### src/rtl/vism_pkg.sv
package vism_pkg;

	// Register byte offsets on the plain register port.
	localparam logic [7:0] OFS_FLAGS       = 8'h00;
	localparam logic [7:0] OFS_ENABLES     = 8'h04;
	localparam logic [7:0] OFS_PRIO_NINE   = 8'h08;
	localparam logic [7:0] OFS_PRIO_TEN    = 8'h0c;
	localparam logic [7:0] OFS_PRIO_ELEVEN = 8'h10;

	// Source and vector geometry.
	localparam int SRC_COUNT       = 25;
	localparam int VEC_COUNT       = 12;
	localparam int PRIO_REG_COUNT  = 3;
	localparam int LANES_PER_REG   = 4;
	localparam int FIRST_IRQ       = 39;
	localparam int FIRST_VECTOR    = 32;
	localparam int FLAG_LSB        = FIRST_IRQ - 32;
	localparam int NONPERSIST_SRC  = 60 - FIRST_IRQ;

	// Field layout of one priority byte lane.
	localparam int LANE_W     = 8;
	localparam int FIELD_W    = 5;
	localparam int PRIO_LSB   = 2;
	localparam int PRIO_MSB   = 4;
	localparam int SUB_LSB    = 0;
	localparam int SUB_MSB    = 1;

	// Reset values.
	localparam logic [SRC_COUNT-1:0] SRC_ALL     = 25'h1ffffff;
	localparam logic [SRC_COUNT-1:0] FLAGS_RST   = 25'h0000000;
	localparam logic [SRC_COUNT-1:0] ENABLES_RST = 25'h0000000;
	localparam logic [FIELD_W-1:0]   LANE_RST    = 5'h00;
	localparam logic [2:0]           PRIO_OFF    = 3'h0;
	localparam logic [31:0]          RDATA_RST   = 32'h00000000;

	// Maps a source index (request number minus 39) to a vector index (vector minus 32).
	function automatic logic [3:0] vec_of(input int src);
		logic [3:0] v;
		v = 4'h0;
		if (src < 3) begin
			v = 4'h0;
		end else if (src < 6) begin
			v = 4'h1;
		end else if (src < 9) begin
			v = 4'h2;
		end else if (src < 11) begin
			v = 4'h3;
		end else if (src < 14) begin
			v = 4'h4;
		end else if (src < 17) begin
			v = 4'h5;
		end else if (src < 20) begin
			v = 4'h6;
		end else if (src < 21) begin
			v = 4'h7;
		end else begin
			v = 4'(src - 13);
		end
		return v;
	endfunction

endpackage

### src/rtl/vector_source_map.sv
// Decided for this implementation: the address-and-strobe port and the address map.
`timescale 1ns/1ns
module vector_source_map #(
	parameter logic [24:0] SRC_PRESENT = vism_pkg::SRC_ALL
) (
	input  wire logic                            MCLK,
	input  wire logic                            RST,
	input  wire logic [7:0]                      ADDR,
	input  wire logic [31:0]                     WDATA,
	input  wire logic                            WR,
	input  wire logic                            RD,
	output logic      [31:0]                     RDATA,
	input  wire logic [vism_pkg::SRC_COUNT-1:0]  SRC_REQ,
	output logic      [vism_pkg::VEC_COUNT-1:0]  VEC_PEND,
	output logic      [vism_pkg::VEC_COUNT*2-1:0] VEC_SUBPRIO,
	output logic                                 IRQ_OUT
);
	import vism_pkg::*;

	logic [SRC_COUNT-1:0]  flags_w;
	logic [SRC_COUNT-1:0]  clr_w;
	logic [SRC_COUNT-1:0]  enables_q;
	logic [FIELD_W-1:0]    lane_q [VEC_COUNT];
	logic [VEC_COUNT-1:0]  hit_w;
	logic [VEC_COUNT-1:0]  vec_pend_d;
	logic [VEC_COUNT-1:0]  vec_pend_q;
	logic [VEC_COUNT*2-1:0] subprio_q;
	logic [31:0]           rdata_d;
	logic [31:0]           rdata_q;
	logic                  irq_q;
	logic                  wr_flags_w;
	logic                  wr_enables_w;

	// Returns the priority register index selected by an address, or 3 for none.
	function automatic int prio_reg_of(input logic [7:0] a);
		int r;
		r = PRIO_REG_COUNT;
		if (a == OFS_PRIO_NINE) begin
			r = 0;
		end else if (a == OFS_PRIO_TEN) begin
			r = 1;
		end else if (a == OFS_PRIO_ELEVEN) begin
			r = 2;
		end
		return r;
	endfunction

	// Packs the four lanes of one priority register into a word.
	function automatic logic [31:0] prio_word(input int r,
		input logic [FIELD_W-1:0] l0, input logic [FIELD_W-1:0] l1,
		input logic [FIELD_W-1:0] l2, input logic [FIELD_W-1:0] l3);
		logic [31:0] w;
		w = {3'h0, l3, 3'h0, l2, 3'h0, l1, 3'h0, l0};
		if (r >= PRIO_REG_COUNT) begin
			w = 32'h00000000;
		end
		return w;
	endfunction

	assign wr_flags_w   = WR && (ADDR == OFS_FLAGS);
	assign wr_enables_w = WR && (ADDR == OFS_ENABLES);

	// Writing a one to a flag bit clears it.
	assign clr_w = wr_flags_w ? WDATA[31:FLAG_LSB] : FLAGS_RST;

	// One flag cell per request source; DMA sources are edge-only.
	for (genvar i = 0; i < SRC_COUNT; i++) begin : g_src
		irq_flag_cell #(
			.PERSISTENT (i < NONPERSIST_SRC),
			.PRESENT    (SRC_PRESENT[i])
		) u_cell (
			.MCLK (MCLK),
			.RST  (RST),
			.REQ  (SRC_REQ[i]),
			.CLR  (clr_w[i]),
			.FLAG (flags_w[i])
		);
	end

	// Enable register; bits of absent sources stay zero.
	always_ff @(posedge MCLK) begin
		if (RST) begin
			enables_q <= ENABLES_RST;
		end else if (wr_enables_w) begin
			enables_q <= WDATA[31:FLAG_LSB] & SRC_PRESENT;
		end
	end

	// Priority lanes: only the five low bits of each byte are stored.
	always_ff @(posedge MCLK) begin
		if (RST) begin
			for (int v = 0; v < VEC_COUNT; v++) begin
				lane_q[v] <= LANE_RST;
			end
		end else if (WR && (prio_reg_of(ADDR) < PRIO_REG_COUNT)) begin
			for (int l = 0; l < LANES_PER_REG; l++) begin
				lane_q[prio_reg_of(ADDR) * LANES_PER_REG + l] <=
					WDATA[l*LANE_W +: FIELD_W];
			end
		end
	end

	// Read mux; unmapped offsets read as zero.
	always_comb begin
		int r;
		r = prio_reg_of(ADDR);
		rdata_d = RDATA_RST;
		if (ADDR == OFS_FLAGS) begin
			rdata_d = {flags_w, 7'h00};
		end else if (ADDR == OFS_ENABLES) begin
			rdata_d = {enables_q, 7'h00};
		end else if (r < PRIO_REG_COUNT) begin
			rdata_d = prio_word(r, lane_q[r*4], lane_q[r*4+1],
				lane_q[r*4+2], lane_q[r*4+3]);
		end
	end

	// Read data stands in the cycle after the read strobe only.
	always_ff @(posedge MCLK) begin
		if (RST) begin
			rdata_q <= RDATA_RST;
		end else begin
			rdata_q <= RD ? rdata_d : RDATA_RST;
		end
	end

	// Gathers enabled, flagged sources onto their vectors.
	always_comb begin
		hit_w = '0;
		for (int i = 0; i < SRC_COUNT; i++) begin
			if (flags_w[i] && enables_q[i]) begin
				hit_w[vec_of(i)] = 1'b1;
			end
		end
	end

	// A vector with priority zero is disabled.
	always_comb begin
		for (int v = 0; v < VEC_COUNT; v++) begin
			vec_pend_d[v] = hit_w[v] && (lane_q[v][PRIO_MSB:PRIO_LSB] != PRIO_OFF);
		end
	end

	// Registered vector requests and their subpriorities toward the core.
	always_ff @(posedge MCLK) begin
		if (RST) begin
			vec_pend_q <= '0;
			subprio_q  <= '0;
		end else begin
			vec_pend_q <= vec_pend_d;
			for (int v = 0; v < VEC_COUNT; v++) begin
				subprio_q[v*2 +: 2] <= lane_q[v][SUB_MSB:SUB_LSB];
			end
		end
	end

	// Level interrupt while any enabled flag is set.
	always_ff @(posedge MCLK) begin
		if (RST) begin
			irq_q <= 1'b0;
		end else begin
			irq_q <= |(flags_w & enables_q);
		end
	end

	assign RDATA       = rdata_q;
	assign VEC_PEND    = vec_pend_q;
	assign VEC_SUBPRIO = subprio_q;
	assign IRQ_OUT     = irq_q;
endmodule

### src/rtl/irq_flag_cell.sv
`timescale 1ns/1ns
module irq_flag_cell #(
	parameter bit PERSISTENT = 1'b1,
	parameter bit PRESENT    = 1'b1
) (
	input  wire logic MCLK,
	input  wire logic RST,
	input  wire logic REQ,
	input  wire logic CLR,
	output logic      FLAG
);
	import vism_pkg::*;

	logic req_prev_q;
	logic flag_q;
	logic set_w;

	// A persistent source sets the flag every cycle its request is high; a
	// non-persistent one only on the rising edge of its request.
	assign set_w = PRESENT && (PERSISTENT ? REQ : (REQ && !req_prev_q));

	// Request history for edge detection.
	always_ff @(posedge MCLK) begin
		if (RST) begin
			req_prev_q <= 1'b0;
		end else begin
			req_prev_q <= REQ;
		end
	end

	// Sticky flag; a set in the same cycle as a clear wins.
	always_ff @(posedge MCLK) begin
		if (RST) begin
			flag_q <= 1'b0;
		end else begin
			flag_q <= set_w || (flag_q && !CLR);
		end
	end

	assign FLAG = flag_q;
endmodule

### config.mk
export PLATFORM = sky130hd
export DESIGN_NAME = vector_source_map
export DESIGN_NICKNAME = d
export VERILOG_FILES = /design/src/rtl/vism_pkg.sv /design/src/rtl/vector_source_map.sv /design/src/rtl/irq_flag_cell.sv
export SDC_FILE = /design/constraint.sdc
export NUM_CORES = 1
export LEC_CHECK = 0
export BUFFER_PORTS_ARGS = -buffer_cell sky130_fd_sc_hd__buf_2
export CAP_MARGIN = 5
export CORE_UTILIZATION = 47
export DETAILED_ROUTE_END_ITERATION = 6
export GPL_TIMING_DRIVEN = 0
export PLACE_DENSITY_LB_ADDON = 0.25
export SLEW_MARGIN = 20
export SYNTH_ARGS = -nofsm -noshare
export SYNTH_HDL_FRONTEND = slang
export SYNTH_HIERARCHICAL = 1
export SYNTH_SLANG_ARGS = --single-unit
export TNS_END_PERCENT = 50
### constraint.sdc
create_clock -name MCLK -period 2.8 [get_ports MCLK]
set_input_delay 0.56 -clock MCLK [delete_from_list [all_inputs] [get_ports MCLK]]
set_output_delay 0.56 -clock MCLK [all_outputs]
set_load 0.05 [all_outputs]
Word level (Yosys, flattened, before mapping)
Memory sizes are Yosys's and may differ from the RTL's.
Index checks and enable logic that the tools add are counted.
- register bits after elaboration: 123
- latch bits: 0
- bits of input ports: 69
- word-level logic and storage cells: 424
- memory bits (writable): 60
- memory bits (read-only): 0
- memories: 1
- memory list (name ; depth ; width ; rd ports ; clocked after memory_dff ; write ports ; RTL line ; RTL):
    lane_q ; 12 ; 5 ; 16 ; 0 ; 12 ; vector_source_map.sv:23 ; logic [FIELD_W-1:0] lane_q [VEC_COUNT];
- reduce and logical (&&, ||, !) cells: 169
- bitwise operators: 27
- div/mod/pow operators: 0
- mux-type cells: 128
- equal/unequal tests: 4
- multiply operators: 0
- shift-type cells: 0
- $lt $le $gt $ge: 53
- add/sub/neg operators: 6
- operator list (operator ; number):
    2-to-1 mux 12 bit ; 25
    bitwise OR 12 bit ; 24
    < comparator 4 x 5 -> 1 bit (second input constant) ; 25
    2-to-1 mux 4 bit ; 29
    demux 1 bit (select 4 bit) ; 25
    >= comparator 4 x 1 -> 1 bit (second input constant) ; 25
    2-to-1 mux 32 bit ; 3
    logical AND 1 bit ; 94
    < comparator 32 x 3 -> 1 bit (second input constant) ; 2
    2-to-1 mux 29 bit ; 2
    nonzero test 3 bit ; 12
    2-to-1 mux 1 bit ; 35
    >= comparator 32 x 3 -> 1 bit (second input constant) ; 1
    zero test 1 bit ; 29
    AND 25 bit ; 1
    logical OR 1 bit ; 25
    2-to-1 mux 25 bit ; 1
    OR reduction 25 bit ; 1
    OR reduction 5 bit ; 5
    2-to-1 mux 5 bit ; 4
    adder 4 x 3 -> 4 bit (second input constant) ; 4
    equality test 8 x 4 -> 1 bit (second input constant) ; 2
    adder 4 x 2 -> 4 bit (second input constant) ; 2
    equality test 8 x 3 -> 1 bit (second input constant) ; 1
    other kinds (6) ; 10

Logic depth before layout (Yosys ltp)
- word-level depth: 56
- gate-level depth with buffers: 6
- gate-level depth less buffers: 5

By module
The synthesis kept the hierarchy.
- modules (own cells, without submodules) (module ; cells an instance ; area an instance (um2) ; instances):
    vector_source_map ; 563 ; 6314.8 ; 1
    irq_flag_cell at g_src[0].u_cell ... ; 4 ; 38.8 ; 21
    irq_flag_cell at g_src[21].u_cell ... ; 6 ; 67.6 ; 4

Least setup slack after synthesis
OpenSTA, ideal clock, no wires.
- path type: input to register
- start point: input ADDR[7]
- end point: memory lane_q[0][0], enable pin
- path slack: 0.610 ns
- stages: 3
- data arrival time: 1.844 ns
- path buffers: 0
- cell sequence: or4b_4 nor4_1 or2_2
- RTL lines (what ; RTL line ; RTL):
    start: declaration ; vector_source_map.sv:8 ; input wire logic [7:0] ADDR,
    end: declaration ; vector_source_map.sv:23 ;

==> results.json <==
{
  "postSynthAreaPerCell_sq_um": 11.0,
  "fin_crit_sh": 0.966,
  "setup_viol_count_final": 0,
  "power_uw": 5620,
  "synth-seq-cells": 181,
  "leakage_uw": 0.00359,
  "final_area_sq_um": 8930,
  "critical_path_arrival_ns": 2.77,
  "grt_pass1_wl_um": 29800,
  "ys_seq_area_frac": 0.571,
  "numCtsBuffers": 17,
  "status": "finished, final reports clean",
  "cp_max_fo": 32,
  "final_nets": 893,
  "gp_congestion": 0.890,
  "clock_latency_ns": 0.43,
  "worstRegToRegCells": 3,
  "dp_hpwl_um": 14000,
  "antenna_found_initial": 0,
  "die_w_um": 127,
  "drt-initial-drc-count": 475,
  "diodes": 0,
  "syn_area_sq_um": 7400,
  "r2r_start": "g_src[6].u_cell/FLAG$_SDFF_PP0_",
  "power.switching_uw": 1330,
  "coreArea_sq_um": 15300,
  "required_ns": 2.86,
  "drt_wl_total_um": 19500,
  "placementRows": 45,
  "crit_path_end": "lane_q[4][0]$_SDFFCE_PN0P_",
  "startpoint": "RST",
  "grt_pass1_vias": 5547,
  "p_int_uw": 4290,
  "port_buffers": 133,
  "drtAntennaViolNets": 0,
  "switching_share": 0.237,
  "grt_max_degree": 33,
  "cap_violations": 0,
  "dr.pass1.iters": 5,
  "cts_tree": "built",
  "die-height_um": 127,
  "power_density_nw_per_um2": 629,
  "hold_buffers": 0,
  "num_io_pins": 138,
  "yosys_warnings": 6,
  "skew_ns": 0.00994,
  "fin_crit_ns": 2.70,
  "pwr-share-clk": 0.416,
  "p_seq_frac": 0.508,
  "fmax_mhz": 370,
  "maxSlewViolCount": 0,
  "synth_cell_type_count": 36,
  "peakVddDrop_mv": 0.477,
  "initial_core_util": 0.485,
  "placed_area_sq_um": 8330,
  "htreeDepth": 4,
  "holdWs_ns": 0.357,
  "rsz0062_at_grt": "no",
  "startpoint_type": "primary input",
  "path_class": "primary input to register",
  "r2r-end": "IRQ_OUT$_SDFF_PP0_",
  "whs_path_depth": 3,
  "clock_sinks": 181,
  "end_kind": "register",
  "hold_path_class": "primary input to register",
  "hold_viol": 0,
  "grtUsageTotal": 0.249,
  "clockBufferDepth": 2,
  "tightest_slew_ns": 0.887,
  "via_count": 5576,
  "cts_root_buf": "clkbuf_16",
  "drive_above_1_share": 0.239,
  "syn_to_final_growth_pct": 20.7,
  "max-slew-margin-rel": 0.409,
  "routed_via_density": 5.32,
  "syn_inst": 671,
  "avgRoutedWirePerCell_um": 18.7,
  "cts_setup_buffers": 0,
  "pwr-share-comb": 0.076,
  "cts.reportedPaths.clkPinSlew_ns": 0.07,
  "drc": 0,
  "die_area_sq_um": 16200,
  "reg2reg_setup_slack_ns": 1.24,
  "grt_overflow": 0
}
## power by group through the flow
| stage | Clock (uW) | Combinational, uW | Sequential, uW |
|---|---|---|---|
| after floorplan | 0 | 191 | 2960 |
| after global placement | 0 | 411 | 2910 |
| after detailed placement | 0 | 420 | 2910 |
| after CTS | 2350 | 423 | 2850 |
| after global routing | 2460 | 457 | 2860 |
| final | 2340 | 425 | 2860 |
## worst min path at each step
| stage | from | end | slack [ns] |
|---|---|---|---|
| after global routing | SRC_REQ[15] | g_src[15].u_cell/FLAG$_SDFF_PP0_ | 0.36 |
| after global placement | lane_q[9][1]$_SDFFCE_PN0P_ | VEC_SUBPRIO[19]$_SDFF_PP0_ | 0.47 |
| after floorplan | lane_q[9][1]$_SDFFCE_PN0P_ | VEC_SUBPRIO[19]$_SDFF_PP0_ | 0.44 |
| after detailed placement | lane_q[11][1]$_SDFFCE_PN0P_ | VEC_SUBPRIO[23]$_SDFF_PP0_ | 0.47 |
| final | SRC_REQ[1] | g_src[1].u_cell/FLAG$_SDFF_PP0_ | 0.36 |
| after CTS | SRC_REQ[8] | g_src[8].u_cell/FLAG$_SDFF_PP0_ | 0.35 |
## final cells by class
| class | instances | area, sq um |
|---|---|---|
| clock buffer | 23 | 532 |
| timing repair buffer | 133 | 668 |
| tap | 211 | 264 |
| multi-input combinational | 399 | 2820 |
| inverter | 52 | 195 |
| clock inverter | 9 | 58.8 |
| buffer | 40 | 174 |
| sequential | 181 | 4220 |
| fill | 1314 | 6320 |
## logic make-up after synthesis
| group | Yosys count | synth area share |
|---|---|---|
| AOI/OAI and AO/OA | 92 | 0.112 |
| buffers and inverters | 92 | 0.0499 |
| DFF | 181 | 0.571 |
| muxes | 35 | 0.0473 |
| other | 1 | 0.000507 |
| and+or+nand+nor | 270 | 0.220 |
## through the flow
stage | utilization | setup TNS, ns | std cells | setup slack (ns)
finish | 0.586 | 0 | 1048 | 0.0964
CTS | 0.585 | 0 | 1048 | 0.123
global route | 0.586 | 0 | 1048 | 0.0418
detailed placement | 0.546 | -37.76 | 1016 | -0.579
floorplan | - | 0 | 672 | 0.610
global placement | 0.546 | -36.39 | 1016 | -0.570
## Yosys cell counts
library cell	number	area, sq um
nor4_1	2	12.5
and2_1	85	532
inv_1	52	195
nand3_1	1	5.00
nor3_1	21	105
nand2_1	10	37.5
or3_1	1	6.26
a221oi_1	15	131
and4_1	3	26.3
a21oi_2	25	219
a222oi_1	7	70.1
or2_2	3	18.8
a22oi_1	1	7.51
edfxtp_1	60	1800
nor4_4	1	21.3
nor3b_1	1	7.51
or4b_4	1	13.8
buf_4	2	15.0
a41oi_1	1	8.76
and3_1	1	6.26
clkbuf_1	34	128
a221o_1	15	150
buf_6	2	22.5
nand4_1	1	6.26
conb_1	1	3.75
nand2b_1	95	594
buf_1	1	3.75
nor2b_1	24	150
a311oi_1	3	26.3
o221ai_1	20	175
nor4_2	1	12.5
dfxtp_1	121	2420
a211oi_1	5	37.5
nor2_1	19	71.3
mux2i_1	35	350
buf_2	1	5.00
## flip-flops by register name, indices dropped and copies added, names as in the netlist
signal                   flops
RDATA                       30
VEC_PEND                    12
lane_q                      60
IRQ_OUT                      1
g_src.u_cell/req_prev_q      4
g_src.u_cell/FLAG           25
enables_q                   25
VEC_SUBPRIO                 24
## layout by cell type (no fill, tap or decap), types with 2 or more instances in the layout
cell	n
dfxtp_1	121
edfxtp_1	60
nor2b_1	24
nor4_1	2
buf_4	3
nand2b_1	95
or2_2	3
nor2_1	19
a221o_1	15
o221ai_1	20
a211oi_1	5
inv_1	52
buf_2	133
a222oi_1	7
mux2i_1	35
and2_1	85
conb_1	2
nor3_1	21
nor4_4	2
a311oi_1	3
clkbuf_8	2
a21oi_2	25
clkbuf_16	20
clkbuf_1	35
clkinv_2	4
inv_4	2
a221oi_1	15
and4_1	3
nand2_1	10
clkinv_4	2
buf_6	2
## layer usage
layer | up-vias | GRT usage | share of wire
met5 | - | 0 | 0
met2 | 276 | 0.411 | 0.47
met1 | 2645 | 0.315 | 0.42
met4 | 0 | 0.0910 | 0.024
met3 | 33 | 0.0649 | 0.091
li1 | 2622 | - | -
## critical path, stage by stage
cell	delay, ns
buf_4	0.46
clkbuf_1	0.53
clkbuf_1	0.60
or2_2	0.60
## timing repair
action / CTS / global route
gates resized for setup: 1 / 0
hold endpoints to repair: 0 / 0
setup endpoints to repair: 40 / 0
(Power assumes the default switching activity.)
